[src/hw/smbbt_top_note.sv]
`timescale 1ns/100ps
`default_nettype none
`default_nettype wire

[src/hw/smbbt_pkg.sv]
`default_nettype none
package smbbt_pkg;
   // ************
   // register map
   // ************
   localparam logic [7:0] ADR_CTRL = 8'h00;
   localparam logic [7:0] ADR_STAT = 8'h04;
   localparam logic [7:0] ADR_SHIFT = 8'h08;
   localparam logic [7:0] ADR_OWN = 8'h0C;
   localparam logic [7:0] ADR_ISTAT = 8'h10;
   localparam logic [7:0] ADR_IMASK = 8'h14;
   // control bits (start, stop, release are write pulses)
   localparam int B_START = 0;
   localparam int B_STOP = 1;
   localparam int B_WREL = 2;
   localparam int B_WTIM = 3;
   localparam int B_SPIE = 4;
   localparam int B_STIE = 5;
   localparam int B_ACKE = 6;
   localparam int B_RD = 7;
   localparam logic [7:0] CTRL_KEEP = 8'hF8;
   // bus status bits
   localparam int S_BUSY = 0;
   localparam int S_MST = 1;
   localparam int S_ACKD = 2;
   localparam int S_TRC = 3;
   localparam int S_EXC = 4;
   localparam int S_SLV = 5;
   localparam int S_WAIT = 6;
   // interrupt status bits
   localparam int I_START = 0;
   localparam int I_XFER = 1;
   localparam int I_STOP = 2;
   // reset values
   localparam logic [7:0] CTRL_RST = 8'h00;
   localparam logic [6:0] OWN_RST = 7'h10;
   localparam logic [7:0] SHIFT_RST = 8'hFF;
   localparam logic [2:0] IRQ_RST = 3'h0;
   localparam logic [2:0] PIN_RST = 3'h7;
   // bit counter marks
   localparam logic [3:0] CNT_7TH = 4'h6;
   localparam logic [3:0] CNT_8TH = 4'h7;
   localparam logic [3:0] CNT_ACK = 4'h8;
   // extension code prefixes
   localparam logic [3:0] EXT_LO = 4'h0;
   localparam logic [3:0] EXT_HI = 4'hF;
   // timing: half serial clock period, least time
   localparam int CLK_NS = 8;
   localparam int T_HALF_NS = 5000;
   localparam int HALF_CYC = (T_HALF_NS + CLK_NS - 1) / CLK_NS;
   // master sequencer
   typedef enum logic [1:0] {
      MS_IDLE = 2'b00,
      MS_START = 2'b01,
      MS_RUN = 2'b10,
      MS_STOP = 2'b11
   } smbbt_mst_t;
endpackage
`default_nettype wire

[src/hw/smbbt_line_if.sv]
`timescale 1ns/100ps
`default_nettype none
// filtered view of the two bus lines
interface smbbt_line_if;
   logic scl;
   logic sda;
   logic scl_rise;
   logic scl_fall;
   logic start_det;
   logic stop_det;
   modport src (output scl, sda, scl_rise, scl_fall, start_det, stop_det);
   modport snk (input scl, sda, scl_rise, scl_fall, start_det, stop_det);
endinterface
`default_nettype wire

[src/hw/smbbt_pins.sv]
`timescale 1ns/100ps
`default_nettype none
module smbbt_pins (
   // clock and reset
   input wire logic clk_i,
   input wire logic rst_i,
   // raw line levels
   input wire logic scl_i,
   input wire logic sda_i,
   // filtered lines and events
   smbbt_line_if.src ln
);
   typedef struct packed {
      logic [2:0] scl_sy;
      logic [2:0] sda_sy;
      logic scl;
      logic sda;
      logic rise;
      logic fall;
      logic st;
      logic sp;
   } smbbt_pin_st_t;

   smbbt_pin_st_t s;
   smbbt_pin_st_t next_s;

   // ****************
   // filter and edges
   // ****************
   // a level counts once second and third stage agree
   always_comb begin
      next_s = s;
      next_s.scl_sy = {s.scl_sy[1:0], scl_i};
      next_s.sda_sy = {s.sda_sy[1:0], sda_i};
      if (s.scl_sy[1] == s.scl_sy[2]) begin
         next_s.scl = s.scl_sy[2];
      end
      if (s.sda_sy[1] == s.sda_sy[2]) begin
         next_s.sda = s.sda_sy[2];
      end
      next_s.rise = next_s.scl & ~s.scl;
      next_s.fall = ~next_s.scl & s.scl;
      // data moving while clock stays high marks start or stop
      next_s.st = s.scl & next_s.scl & s.sda & ~next_s.sda;
      next_s.sp = s.scl & next_s.scl & ~s.sda & next_s.sda;
   end

   // state register
   always_ff @(posedge clk_i) begin
      if (rst_i) begin
         s <= '{scl_sy: smbbt_pkg::PIN_RST, sda_sy: smbbt_pkg::PIN_RST,
                scl: 1'b1, sda: 1'b1, default: 1'b0};
      end else begin
         s <= next_s;
      end
   end

   // line view
   assign ln.scl = s.scl;
   assign ln.sda = s.sda;
   assign ln.scl_rise = s.rise;
   assign ln.scl_fall = s.fall;
   assign ln.start_det = s.st;
   assign ln.stop_det = s.sp;
endmodule
`default_nettype wire

[src/hw/smbbt_core.sv]
// The address map and the Wishbone interface to the registers were decided locally.
`timescale 1ns/100ps
`default_nettype none
module smbbt_core #(
   parameter int HALF_CYC = smbbt_pkg::HALF_CYC
) (
   // clock and reset
   input wire logic clk_i,
   input wire logic rst_i,
   // wishbone slave
   input wire logic wb_cyc_i,
   input wire logic wb_stb_i,
   input wire logic wb_we_i,
   input wire logic [7:0] wb_adr_i,
   input wire logic [3:0] wb_sel_i,
   input wire logic [31:0] wb_dat_i,
   output logic [31:0] wb_dat_o,
   output logic wb_ack_o,
   // interrupt
   output logic irq_o,
   // serial clock line
   input wire logic scl_i,
   output logic scl_o,
   output logic scl_oe_o,
   // serial data line
   input wire logic sda_i,
   output logic sda_o,
   output logic sda_oe_o
);
   typedef struct packed {
      logic ack;
      logic [31:0] dat;
      logic irq;
      logic [7:0] ctrl;
      logic [6:0] own;
      logic [2:0] ist;
      logic [2:0] imsk;
      logic [7:0] shift;
      logic latch;
      logic rx;
      logic armed;
      logic [3:0] cnt;
      logic first;
      logic busy;
      logic slv;
      logic ext;
      logic trc;
      logic ackd;
      logic ackdrv;
      logic waiting;
      smbbt_pkg::smbbt_mst_t mst;
      logic mscl;
      logic msda;
      logic [15:0] div;
      logic scl_oe;
      logic sda_oe;
   } smbbt_core_st_t;

   smbbt_core_st_t s;
   smbbt_core_st_t next_s;
   smbbt_line_if ln ();

   logic wb_hit;
   logic wr;
   logic [7:0] wdat;
   logic [7:0] ofs;
   logic tick;
   logic vfall;
   logic mact;
   logic [7:0] byte_in;
   logic match_now;
   logic ext_now;
   logic part_now;
   logic rcv_now;
   logic waitpt;

   // word address of a byte address
   function automatic logic [7:0] reg_ofs(input logic [7:0] a);
      return {a[7:2], 2'b00};
   endfunction

   // ************
   // line filter
   // ************
   smbbt_pins u_pins (
      .clk_i(clk_i),
      .rst_i(rst_i),
      .scl_i(scl_i),
      .sda_i(sda_i),
      .ln(ln.src)
   );

   // ****************
   // shared decodes
   // ****************
   always_comb begin
      wb_hit = wb_cyc_i & wb_stb_i & ~s.ack;
      wr = wb_hit & wb_we_i & wb_sel_i[0];
      wdat = wb_dat_i[7:0];
      ofs = reg_ofs(wb_adr_i);
      tick = (s.div == 16'(HALF_CYC - 1));
      vfall = ln.scl_fall & s.armed & s.busy; // falls after a captured bit only
      mact = (s.mst != smbbt_pkg::MS_IDLE);
      byte_in = {s.shift[6:0], s.rx};
      match_now = (byte_in[7:1] == s.own);
      ext_now = (byte_in[7:4] == smbbt_pkg::EXT_LO) | (byte_in[7:4] == smbbt_pkg::EXT_HI);
      part_now = mact | s.slv | (s.first & (match_now | ext_now));
      rcv_now = s.first ? (~mact & (match_now | ext_now)) : ((mact | s.slv) & ~s.trc);
      waitpt = s.ctrl[smbbt_pkg::B_WTIM] ? (s.cnt == smbbt_pkg::CNT_ACK)
                                          : (s.cnt == smbbt_pkg::CNT_8TH);
   end

   // ****************
   // next state
   // ****************
   always_comb begin
      next_s = s;
      // register bus: one-cycle ack, reads from current state
      next_s.ack = wb_hit;
      next_s.dat = 32'h0000_0000;
      if (wb_hit && !wb_we_i) begin
         case (ofs)
            smbbt_pkg::ADR_CTRL: next_s.dat[7:0] = s.ctrl;
            smbbt_pkg::ADR_STAT: begin
               next_s.dat[smbbt_pkg::S_BUSY] = s.busy;
               next_s.dat[smbbt_pkg::S_MST] = mact;
               next_s.dat[smbbt_pkg::S_ACKD] = s.ackd;
               next_s.dat[smbbt_pkg::S_TRC] = s.trc;
               next_s.dat[smbbt_pkg::S_EXC] = s.ext;
               next_s.dat[smbbt_pkg::S_SLV] = s.slv;
               next_s.dat[smbbt_pkg::S_WAIT] = s.waiting;
            end
            smbbt_pkg::ADR_SHIFT: next_s.dat[7:0] = s.shift;
            smbbt_pkg::ADR_OWN: next_s.dat[6:0] = s.own;
            smbbt_pkg::ADR_ISTAT: next_s.dat[2:0] = s.ist;
            smbbt_pkg::ADR_IMASK: next_s.dat[2:0] = s.imsk;
            default: next_s.dat = 32'h0000_0000;
         endcase
      end
      // register writes; hardware sets below win over these clears
      if (wr) begin
         case (ofs)
            smbbt_pkg::ADR_CTRL: begin
               next_s.ctrl = wdat & smbbt_pkg::CTRL_KEEP;
               if (wdat[smbbt_pkg::B_WREL]) begin
                  next_s.waiting = 1'b0;
                  if (s.mst == smbbt_pkg::MS_RUN) begin
                     next_s.msda = 1'b0;
                  end
               end
            end
            smbbt_pkg::ADR_SHIFT: begin
               next_s.shift = wdat;
               if (s.first && s.mst == smbbt_pkg::MS_RUN) begin
                  next_s.shift[0] = s.ctrl[smbbt_pkg::B_RD];
               end
               if (s.cnt == 4'h0) begin
                  next_s.latch = wdat[7];
               end
               next_s.waiting = 1'b0;
               if (s.mst == smbbt_pkg::MS_RUN) begin
                  next_s.msda = 1'b0;
               end
            end
            smbbt_pkg::ADR_OWN: next_s.own = wdat[6:0];
            smbbt_pkg::ADR_ISTAT: next_s.ist = s.ist & ~wdat[2:0];
            smbbt_pkg::ADR_IMASK: next_s.imsk = wdat[2:0];
            default: next_s.own = s.own;
         endcase
      end
      // master sequencer with its half-period divider
      next_s.div = (!mact || tick) ? 16'h0000 : s.div + 16'h0001;
      case (s.mst)
         smbbt_pkg::MS_IDLE: begin
            if (wr && ofs == smbbt_pkg::ADR_CTRL && wdat[smbbt_pkg::B_START] && !s.busy) begin
               next_s.mst = smbbt_pkg::MS_START;
               next_s.msda = 1'b1;
            end
         end
         smbbt_pkg::MS_START: begin
            // clock low, then wait for the address in the shift register
            if (tick) begin
               next_s.mst = smbbt_pkg::MS_RUN;
               next_s.mscl = 1'b1;
               next_s.waiting = 1'b1;
               next_s.trc = 1'b1;
            end
         end
         smbbt_pkg::MS_RUN: begin
            if (wr && ofs == smbbt_pkg::ADR_CTRL && wdat[smbbt_pkg::B_STOP]
                && s.waiting && s.mscl) begin
               next_s.mst = smbbt_pkg::MS_STOP;
               next_s.msda = 1'b1;
               next_s.waiting = 1'b0;
            end else if (tick && !s.waiting) begin
               if (s.mscl) begin
                  next_s.mscl = 1'b0;
               end else if (ln.scl) begin
                  next_s.mscl = 1'b1; // low phase starts only after a high one
               end
            end
         end
         smbbt_pkg::MS_STOP: begin
            if (tick) begin
               if (s.mscl) begin
                  next_s.mscl = 1'b0;
               end else if (ln.scl) begin
                  next_s.msda = 1'b0;
                  next_s.mst = smbbt_pkg::MS_IDLE;
               end
            end
         end
         default: next_s.mst = smbbt_pkg::MS_IDLE;
      endcase
      // start condition opens a new address byte
      if (ln.start_det) begin
         next_s.busy = 1'b1;
         next_s.cnt = 4'h0;
         next_s.armed = 1'b0;
         next_s.first = 1'b1;
         next_s.slv = 1'b0;
         next_s.ext = 1'b0;
         next_s.latch = 1'b1;
         next_s.ackdrv = 1'b0;
         if (s.ctrl[smbbt_pkg::B_STIE]) begin
            next_s.ist[smbbt_pkg::I_START] = 1'b1;
         end
      end
      // capture data on the rising clock
      if (ln.scl_rise && s.busy) begin
         next_s.rx = ln.sda;
         next_s.armed = 1'b1;
         if (s.cnt == smbbt_pkg::CNT_ACK) begin
            next_s.ackd = ~ln.sda;
         end
      end
      // advance on the falling clock
      if (vfall) begin
         next_s.armed = 1'b0;
         if (s.cnt == smbbt_pkg::CNT_ACK) begin
            // ninth fall: an acknowledged transmitter with an eighth-clock wait presents
            // its next msb; otherwise free data so a refused byte lets a stop through
            next_s.cnt = 4'h0;
            next_s.ackdrv = 1'b0;
            next_s.latch = (s.trc && s.ackd && !s.ctrl[smbbt_pkg::B_WTIM]) ? s.shift[7] : 1'b1;
         end else begin
            next_s.shift = byte_in;
            next_s.latch = s.shift[6];
            next_s.cnt = s.cnt + 4'h1;
         end
         if (s.cnt == smbbt_pkg::CNT_8TH) begin
            // eighth fall: free the line for the acknowledge bit
            next_s.latch = 1'b1;
            next_s.ackdrv = s.ctrl[smbbt_pkg::B_ACKE] & rcv_now;
            if (s.first) begin
               next_s.first = 1'b0;
               if (mact) begin
                  next_s.trc = ~s.ctrl[smbbt_pkg::B_RD];
               end else begin
                  next_s.ext = ext_now;
                  next_s.slv = match_now | ext_now;
                  next_s.trc = byte_in[0];
               end
            end
         end
         if (waitpt && part_now) begin
            next_s.waiting = 1'b1;
            next_s.ist[smbbt_pkg::I_XFER] = 1'b1;
         end
      end
      // stop condition ends the transfer
      if (ln.stop_det) begin
         next_s.busy = 1'b0;
         next_s.slv = 1'b0;
         next_s.waiting = 1'b0;
         next_s.ackdrv = 1'b0;
         next_s.latch = 1'b1;
         next_s.mst = smbbt_pkg::MS_IDLE;
         next_s.mscl = 1'b0;
         next_s.msda = 1'b0;
         if (s.ctrl[smbbt_pkg::B_SPIE]) begin
            next_s.ist[smbbt_pkg::I_STOP] = 1'b1;
         end
      end
      // registered pin drives and interrupt level
      next_s.scl_oe = next_s.mscl | next_s.waiting;
      next_s.sda_oe = next_s.msda | next_s.ackdrv
                      | ((next_s.mst != smbbt_pkg::MS_IDLE | next_s.slv) & ~next_s.latch);
      next_s.irq = |(next_s.ist & next_s.imsk);
   end

   // state register
   always_ff @(posedge clk_i) begin
      if (rst_i) begin
         s <= '{ctrl: smbbt_pkg::CTRL_RST, own: smbbt_pkg::OWN_RST,
                ist: smbbt_pkg::IRQ_RST, imsk: smbbt_pkg::IRQ_RST,
                shift: smbbt_pkg::SHIFT_RST, latch: 1'b1,
                mst: smbbt_pkg::MS_IDLE, default: '0};
      end else begin
         s <= next_s;
      end
   end

   // outputs from flops, line levels tied to zero; lines are only ever pulled low
   assign wb_ack_o = s.ack;
   assign wb_dat_o = s.dat;
   assign irq_o = s.irq;
   assign scl_oe_o = s.scl_oe;
   assign sda_oe_o = s.sda_oe;
   assign scl_o = 1'b0;
   assign sda_o = 1'b0;
endmodule
`default_nettype wire

[config.mk]
export PLATFORM = sky130hd
export DESIGN_NAME = smbbt_core
export DESIGN_NICKNAME = d
export VERILOG_FILES = /design/src/hw/smbbt_top_note.sv /design/src/hw/smbbt_pkg.sv /design/src/hw/smbbt_line_if.sv /design/src/hw/smbbt_pins.sv /design/src/hw/smbbt_core.sv
export SDC_FILE = /design/constraint.sdc
export NUM_CORES = 1
export LEC_CHECK = 0
export BUFFER_PORTS_ARGS = -buffer_cell sky130_fd_sc_hd__buf_2
export CAP_MARGIN = 20
export CORE_MARGIN = 10
export CORE_UTILIZATION = 50
export DETAILED_ROUTE_END_ITERATION = 7
export GPL_ROUTABILITY_DRIVEN = 0
export PLACE_DENSITY = 0.78
export SLEW_MARGIN = 40
export SYNTH_ARGS = -nofsm -noshare
export SYNTH_HDL_FRONTEND = slang
export SYNTH_SLANG_ARGS = --single-unit
[constraint.sdc]
create_clock -name clk_i -period 2.4 [get_ports clk_i]
set_clock_uncertainty 0.05 [all_clocks]
set_input_delay 0.12 -clock clk_i [delete_from_list [all_inputs] [get_ports clk_i]]
set_output_delay 0.12 -clock clk_i [all_outputs]
set_load 0.1 [all_outputs]
[Word level (Yosys, flattened, before mapping)]
Index checks and enable logic that the tools add are counted.
Storage, ports and cells
  register bits after elaboration: 109
  bits in latches: 0
  memory bits (writable): 0
  bits in read-only memories: 0
  input port bits: 51
  output and inout bits: 38
  memories: 0
Operators by class
  $add $sub $neg: 2
  multiply operators: 0
  divide/modulo/power cells: 0
  magnitude comparators: 0
  equality and inequality tests: 15
  shift operators: 0
  multiplexer cells: 71
  bitwise gates (word level): 39
  reductions and logical operators: 35
Operator list (number)
  two-way mux 1 bit: 41
  two-way mux 9 bit: 3
  AND 1 bit: 18
  two-way mux 3 bit: 6
  adder 16 x 1 -> 16 bit (second input constant): 1
  equality test 16 x 10 -> 1 bit (second input constant): 1
  one-hot mux 4 bit (4 select lines): 1
  two-way mux 15 bit: 1
  one-hot mux 3 bit (5 select lines): 1
  logical AND 1 bit: 13
  equality test 6 x 2 -> 1 bit (second input constant): 2
  equality test 6 x 3 -> 1 bit (second input constant): 2
  two-way mux 4 bit: 3
  two-way mux 2 bit: 5
  inverter 1 bit: 10
  equality test 4 bit (second input constant): 2
  logical NOT 4 bit: 2
  logical NOT 8 bit: 1
  two-way mux 8 bit: 1
  OR 1 bit: 8
  one-hot mux 1 bit (2 select lines): 4
  one-hot mux 2 bit (4 select lines): 1
  nonzero test 2 bit: 4
  OR reduction 2 bit: 4
  other kinds (17): 27

[Depth between registers and ports, before layout]
  depth after elaboration: 17
  gate-level depth with buffers: 9

[Hierarchy]
Synthesis repeated with hierarchy kept, for this count alone.
Unflattened totals
  cells, all modules: 497
  area total of the unflattened synthesis: 4271.6 µm²
Modules (own cells, without submodules)
  smbbt_core: times used 1, cells an instance 465, area an instance 3910.0 µm², seq. area each 1461.4 µm²
  smbbt_pins: times used 1, cells an instance 32, area an instance 361.6 µm², seq. area each 240.2 µm²

[Worst setup path before layout]
OpenSTA, ideal clock, no wires.
  kind: flip-flop to flip-flop
  start: register s, in the netlist wb_ack_o
  end: register s, in the netlist irq_o
  arrival: 2.089 ns
  required time: 2.224 ns
  path slack: 0.136 ns
  cell stages (with the launch flop): 8
  buffers on the path: 1
  cells stage by stage: dfxtp_1 -> nand2b_1 -> or4_1 -> buf_2 -> mux2i_1 -> nor2_1 -> a22oi_1 -> o31ai_1
Between the ends
  word-level cells in the longest chain between the ends: 9
  elaborated cells on any way between the ends: 13
Ends and longest elaborated chain
  start: declaration: RTL line smbbt_core.sv:59  | smbbt_core_st_t s;
  start signal: assignment: RTL line smbbt_core.sv:295  | s <= '{ctrl: smbbt_pkg::CTRL_RST, own: smbbt_pkg::OWN_RST,
  start signal: assignment: RTL line smbbt_core.sv:300  | s <= next_s;
  inverter 1 bit *: RTL line smbbt_core.sv:97  | wb_hit = wb_cyc_i & wb_stb_i & ~s.ack;
  AND 1 bit *: RTL line smbbt_core.sv:97
  AND 1 bit * (2 in a row): RTL line smbbt_core.sv:98  | wr = wb_hit & wb_we_i & wb_sel_i[0];
  two-way mux 15 bit *: RTL line smbbt_core.sv:141  | if (wr) begin
  two-way mux 1 bit (on tied branches): RTL line smbbt_core.sv:225, smbbt_core.sv:266, smbbt_core.sv:281
  two-way mux 1 bit (on tied branches): RTL line smbbt_core.sv:216, smbbt_core.sv:238, smbbt_core.sv:272
  AND 3 bit *: RTL line smbbt_core.sv:289  | next_s.irq = |(next_s.ist & next_s.imsk);
  OR reduction 3 bit *: RTL line smbbt_core.sv:289
Every way passes the cells marked *; elsewhere a longest branch is shown, timed or not.
A chain may end at the register's enable or synchronous reset.

[Worst setup path after layout]
  start: register s[21] (netlist bit)
  end: register s, in the netlist sda_oe_o
Between the ends
  word-level cells in the longest chain between the ends: 12
  elaborated cells on any way between the ends: 40
Ends and longest elaborated chain
  equality test 2 bit: RTL line smbbt_core.sv:147, smbbt_core.sv:161, smbbt_core.sv:173
  two-way mux 1 bit: RTL line smbbt_core.sv:147, smbbt_core.sv:161
  two-way mux 1 bit: RTL line smbbt_core.sv:145  | if (wdat[smbbt_pkg::B_WREL]) begin
  one-hot mux 1 bit (2 select lines): RTL line smbbt_core.sv:142  | case (ofs)
  two-way mux 1 bit: RTL line smbbt_core.sv:141
  two-way mux 1 bit: RTL line smbbt_core.sv:207  | end else if (ln.scl) begin
  two-way mux 1 bit: RTL line smbbt_core.sv:205  | if (s.mscl) begin
  two-way mux 4 bit: RTL line smbbt_core.sv:204  | if (tick) begin
  one-hot mux 1 bit (3 select lines): RTL line smbbt_core.sv:173  | case (s.mst)
  two-way mux 6 bit: RTL line smbbt_core.sv:272  | if (ln.stop_det) begin
  OR 1 bit: RTL line smbbt_core.sv:287  | next_s.sda_oe = next_s.msda | next_s.ackdrv
  OR 1 bit *: RTL line smbbt_core.sv:288  | | ((next_s.mst != smbbt_pkg::MS_IDLE | next_s.slv) & ~next_s.latch);
Marks and branches as above.

==> metrics.md <==
| Metric | Value |
|---|---|
| Outcome | completed |
| DRT antenna net count | 0 |
| EDFF count, synth | 0 |
| Final slew viol count | 0 |
| Global-route wire length before repair | 16900 um |
| Setup violators final | 0 |
| Ant diodes | 0 |
| Placed insts | 626 |
| RSZ-0062 raised after global routing | false |
| Fill count | roughly 740 |
| Clock-pin slew on the worst setup and hold paths | 0.08 ns |
| Worst skew pair latency | approximately 0.36 ns |
| DRC | 0 |
| Tcrit/Tclk final | 91.7% |
| Post-synth ARST share | 0% |
| Crit path kind | flop to flop |
| Row count | 33 |
| Worst slew pin tran | 0.567 ns |
| Flop2flop setup slack | 0.20 ns |
| FF+latch count, synth | 85 |
| Vias per cell | 5.69 |
| Critical R2R Launch | s[21]$_SDFF_PP0_ |
| Pre-CTS setup slack | 0.129 ns |
| Die ar. | 12800 um2 |
| Post-synthesis xor/xnor area fraction | 4.22% |
| Post-Route WL | 10300 um |
| R2r endpoint | sda_oe_o$_SDFF_PP0_ |
| Compound-Gate Fraction of Synth Area | 13.6% |
| CTS Sinks | 85 |
| DIE HEIGHT | 113 um |
| Clock Path Buffers | 2 |
| Wirelength per Cell | around 16 um |
| VDD IR max | 0.333 mV |
| Final Hold Fails | 0 |
| Final Non-Filler Cells | 649 |
| Initial antenna violation count | 0 |
| Setup_tns | 0 ns |
| Drt initial violations | 219 |
| Commonest cells after routing, fill and taps aside | 85 x dfxtp_1, 68 x nor2_1, 37 x nand2_1, 33 x buf_2, 32 x a21oi_1 |
| Pwr/cell area | 622 nW/um2 |
| Mapped Cells | 509 |
| Final #Nets | 598 |
| Pre-antenna DRT Iters | 7 |
| Core area | 8340 um2 |
| Die W | about 110 um |
| Largest family of logic cells by synthesized area | simple AND/OR/NAND/NOR gates |
| Synth warn | 0 |
| Post-Syn Area | 4360 um2 |
| Crit Path Max Fanout | 10 |
| Critical path required time | 2.58 ns |
| GRT overflow | 0 |
| Hold EP | wb_ack_o$_SDFF_PP0_ |
| Synth top area cells | dfxtp_1 39%, mux2i_1 6.4%, buf_4 5.9% |
| Relative slew slack | 62.1% |
| Sequential element share of the synthesized area | 39.1% |
| Final worst slack | 0.199 ns |
| H-tree levels | 3 |
| Adder-Cell Fraction of Synth Area | 2.30% |
| Port Buf Inserts | 33 |
| Syn_area_per_cell | roughly 8.6 um2 |
| Total of max-cap violations | 0 |
| Largest net degree at the start of global routing | 28 |
| Fmax | 454 MHz |
| Crit end category | flop |
| Minimum clock period | 2.20 ns |
| Leakage | 0.00189 uW |
| Initial core utilization | 52.2% |
| Via count | 3692 |
| Vias in the first global route | 3563 |
| Hold path startpoint | wb_stb_i |
| Primary FF master, synth | dfxtp_1 |
| Worst R2R Path Depth | 7 |
| CTS tree | built |
| Post-synthesis mux area share | 7.47% |
| Root buffer cell | clkbuf_8 |
| Netlist cell types | 61 |
| Startpoint Class | flop |
| Hold Crit Depth | 2 |
| Overall routing resource usage | around 16% |
| Yosys top cell by area | dfxtp_1 |
| CTS Buf Count | 9 |
| Hold Crit Class | input pin to flop |
| Post-Synth Simple-Gate Area | 24.2% |
| Layout area overhead | 10.7% |
| Most common cell after layout, fill and taps aside | dfxtp_1 |
| Critical Path AT | 2.38 ns |
| # IOs | 89 |
| Layout cell share with drive strength beyond 1 | 14.2% |
| Hpwl dp | 7610 um |
| Synth top area share | 39.1% |
[synth_stat cells, types with 6 or more instances]
library cell	instances
dfxtp_1	85
mux2i_1	28
nor3_1	13
ha_1	8
clkbuf_1	18
nand3_1	13
a21oi_1	32
nand2_1	37
xor2_1	11
o22a_1	7
xnor2_1	10
nor2_1	68
nand4_1	12
or2_2	6
or2_1	7
buf_4	34
nor2b_1	7
inv_1	14
[layer usage]
| layer | track usage, % | share of wire (%) | up-vias |
|---|---|---|---|
| met4 | 4.99 | 1.2 | 0 |
| met1 | 19.9 | 46 | 1752 |
| met5 | 0 | 0 | - |
| met3 | 4.60 | 7.1 | 16 |
| met2 | 24.6 | 46 | 125 |
| li1 | - | - | 1799 |
[area by class of cell]
type / count / area [um2] / area share (%)
timing repair buffer: 50 / 310 / 6.43
sequential: 85 / 1700 / 35.3
clock inverter: 5 / 106 / 2.20
clock buffer: 11 / 151 / 3.14
multi-input combinational: 379 / 2370 / 49.1
inverter: 14 / 52.6 / 1.09
tap: 105 / 131 / 2.72
[cells by family after synthesis]
kind of cell | Yosys count
AO/OA/AOI/OAI | 87
XOR/XNOR | 21
adder cells (fa/ha/maj) | 8
buffers and inverters | 70
flip-flops | 85
multiplexers | 32
other | 1
AND/OR/NAND/NOR | 205
[state kept, by name (all words and copies together), names as in the netlist]
name                 count
sda_oe_o                 1
wb_dat_o                 8
irq_o                    1
u_pins.ln.stop_det       1
u_pins.ln.sda            1
u_pins.ln.scl_rise       1
u_pins.next_s            4
u_pins.ln.scl_fall       1
wb_ack_o                 1
s                       53
u_pins.s                 2
u_pins.ln.start_det      1
byte_in                  8
scl_oe_o                 1
u_pins.ln.scl            1
[through the flow]
step	area (um2)	total power, uW	hold WS [ns]	util [%]
2_1_floorplan	4450	1740	0.174	-
3_3_place_gp	4480	1750	0.253	53.7
3_5_place_dp	4480	1750	0.256	53.7
4_1_cts	4810	3010	0.0408	57.7
5_1_grt	4820	3090	0.0410	57.8
6_report	4820	3000	0.0520	57.8
[power by group]
group | internal (uW) | total, uW | switching, uW
clock network | 750 | 1270 | 516
registers | 1420 | 1420 | 4.78
logic | 53.6 | 315 | 261
total | 2220 | 3000 | 782
[worst max path at each step]
| stage | from | to | slack (ns) |
|---|---|---|---|
| 2_1_floorplan | wb_ack_o$_SDFF_PP0_ | irq_o$_SDFF_PP0_ | 0.14 |
| 3_3_place_gp | s[2]$_SDFF_PP0_ | sda_oe_o$_SDFF_PP0_ | 0.28 |
| 3_5_place_dp | s[2]$_SDFF_PP0_ | sda_oe_o$_SDFF_PP0_ | 0.13 |
| 4_1_cts | s[2]$_SDFF_PP0_ | sda_oe_o$_SDFF_PP0_ | 0.10 |
| 5_1_grt | s[21]$_SDFF_PP0_ | sda_oe_o$_SDFF_PP0_ | 0.12 |
| 6_report | s[21]$_SDFF_PP0_ | sda_oe_o$_SDFF_PP0_ | 0.20 |
[critical path, cell delays in order, from the launching register on]
cell and delay [ns]:
dfxtp_1 0.39, inv_1 0.10, ha_1 0.32, o41ai_1 0.44, a41oi_1 0.11, o211a_1 0.28, a221oi_1 0.25, o211ai_1 0.14
[what timing repair did]
action                                  in CTS  in global routing
hold buffers                                 7                  0
endpoints found under the setup margin       0                  2
buffers inserted                             0                  0
hold endpoints to repair                    10                  0
gates resized for setup                      0                  5
(Power assumes the default switching activity.)
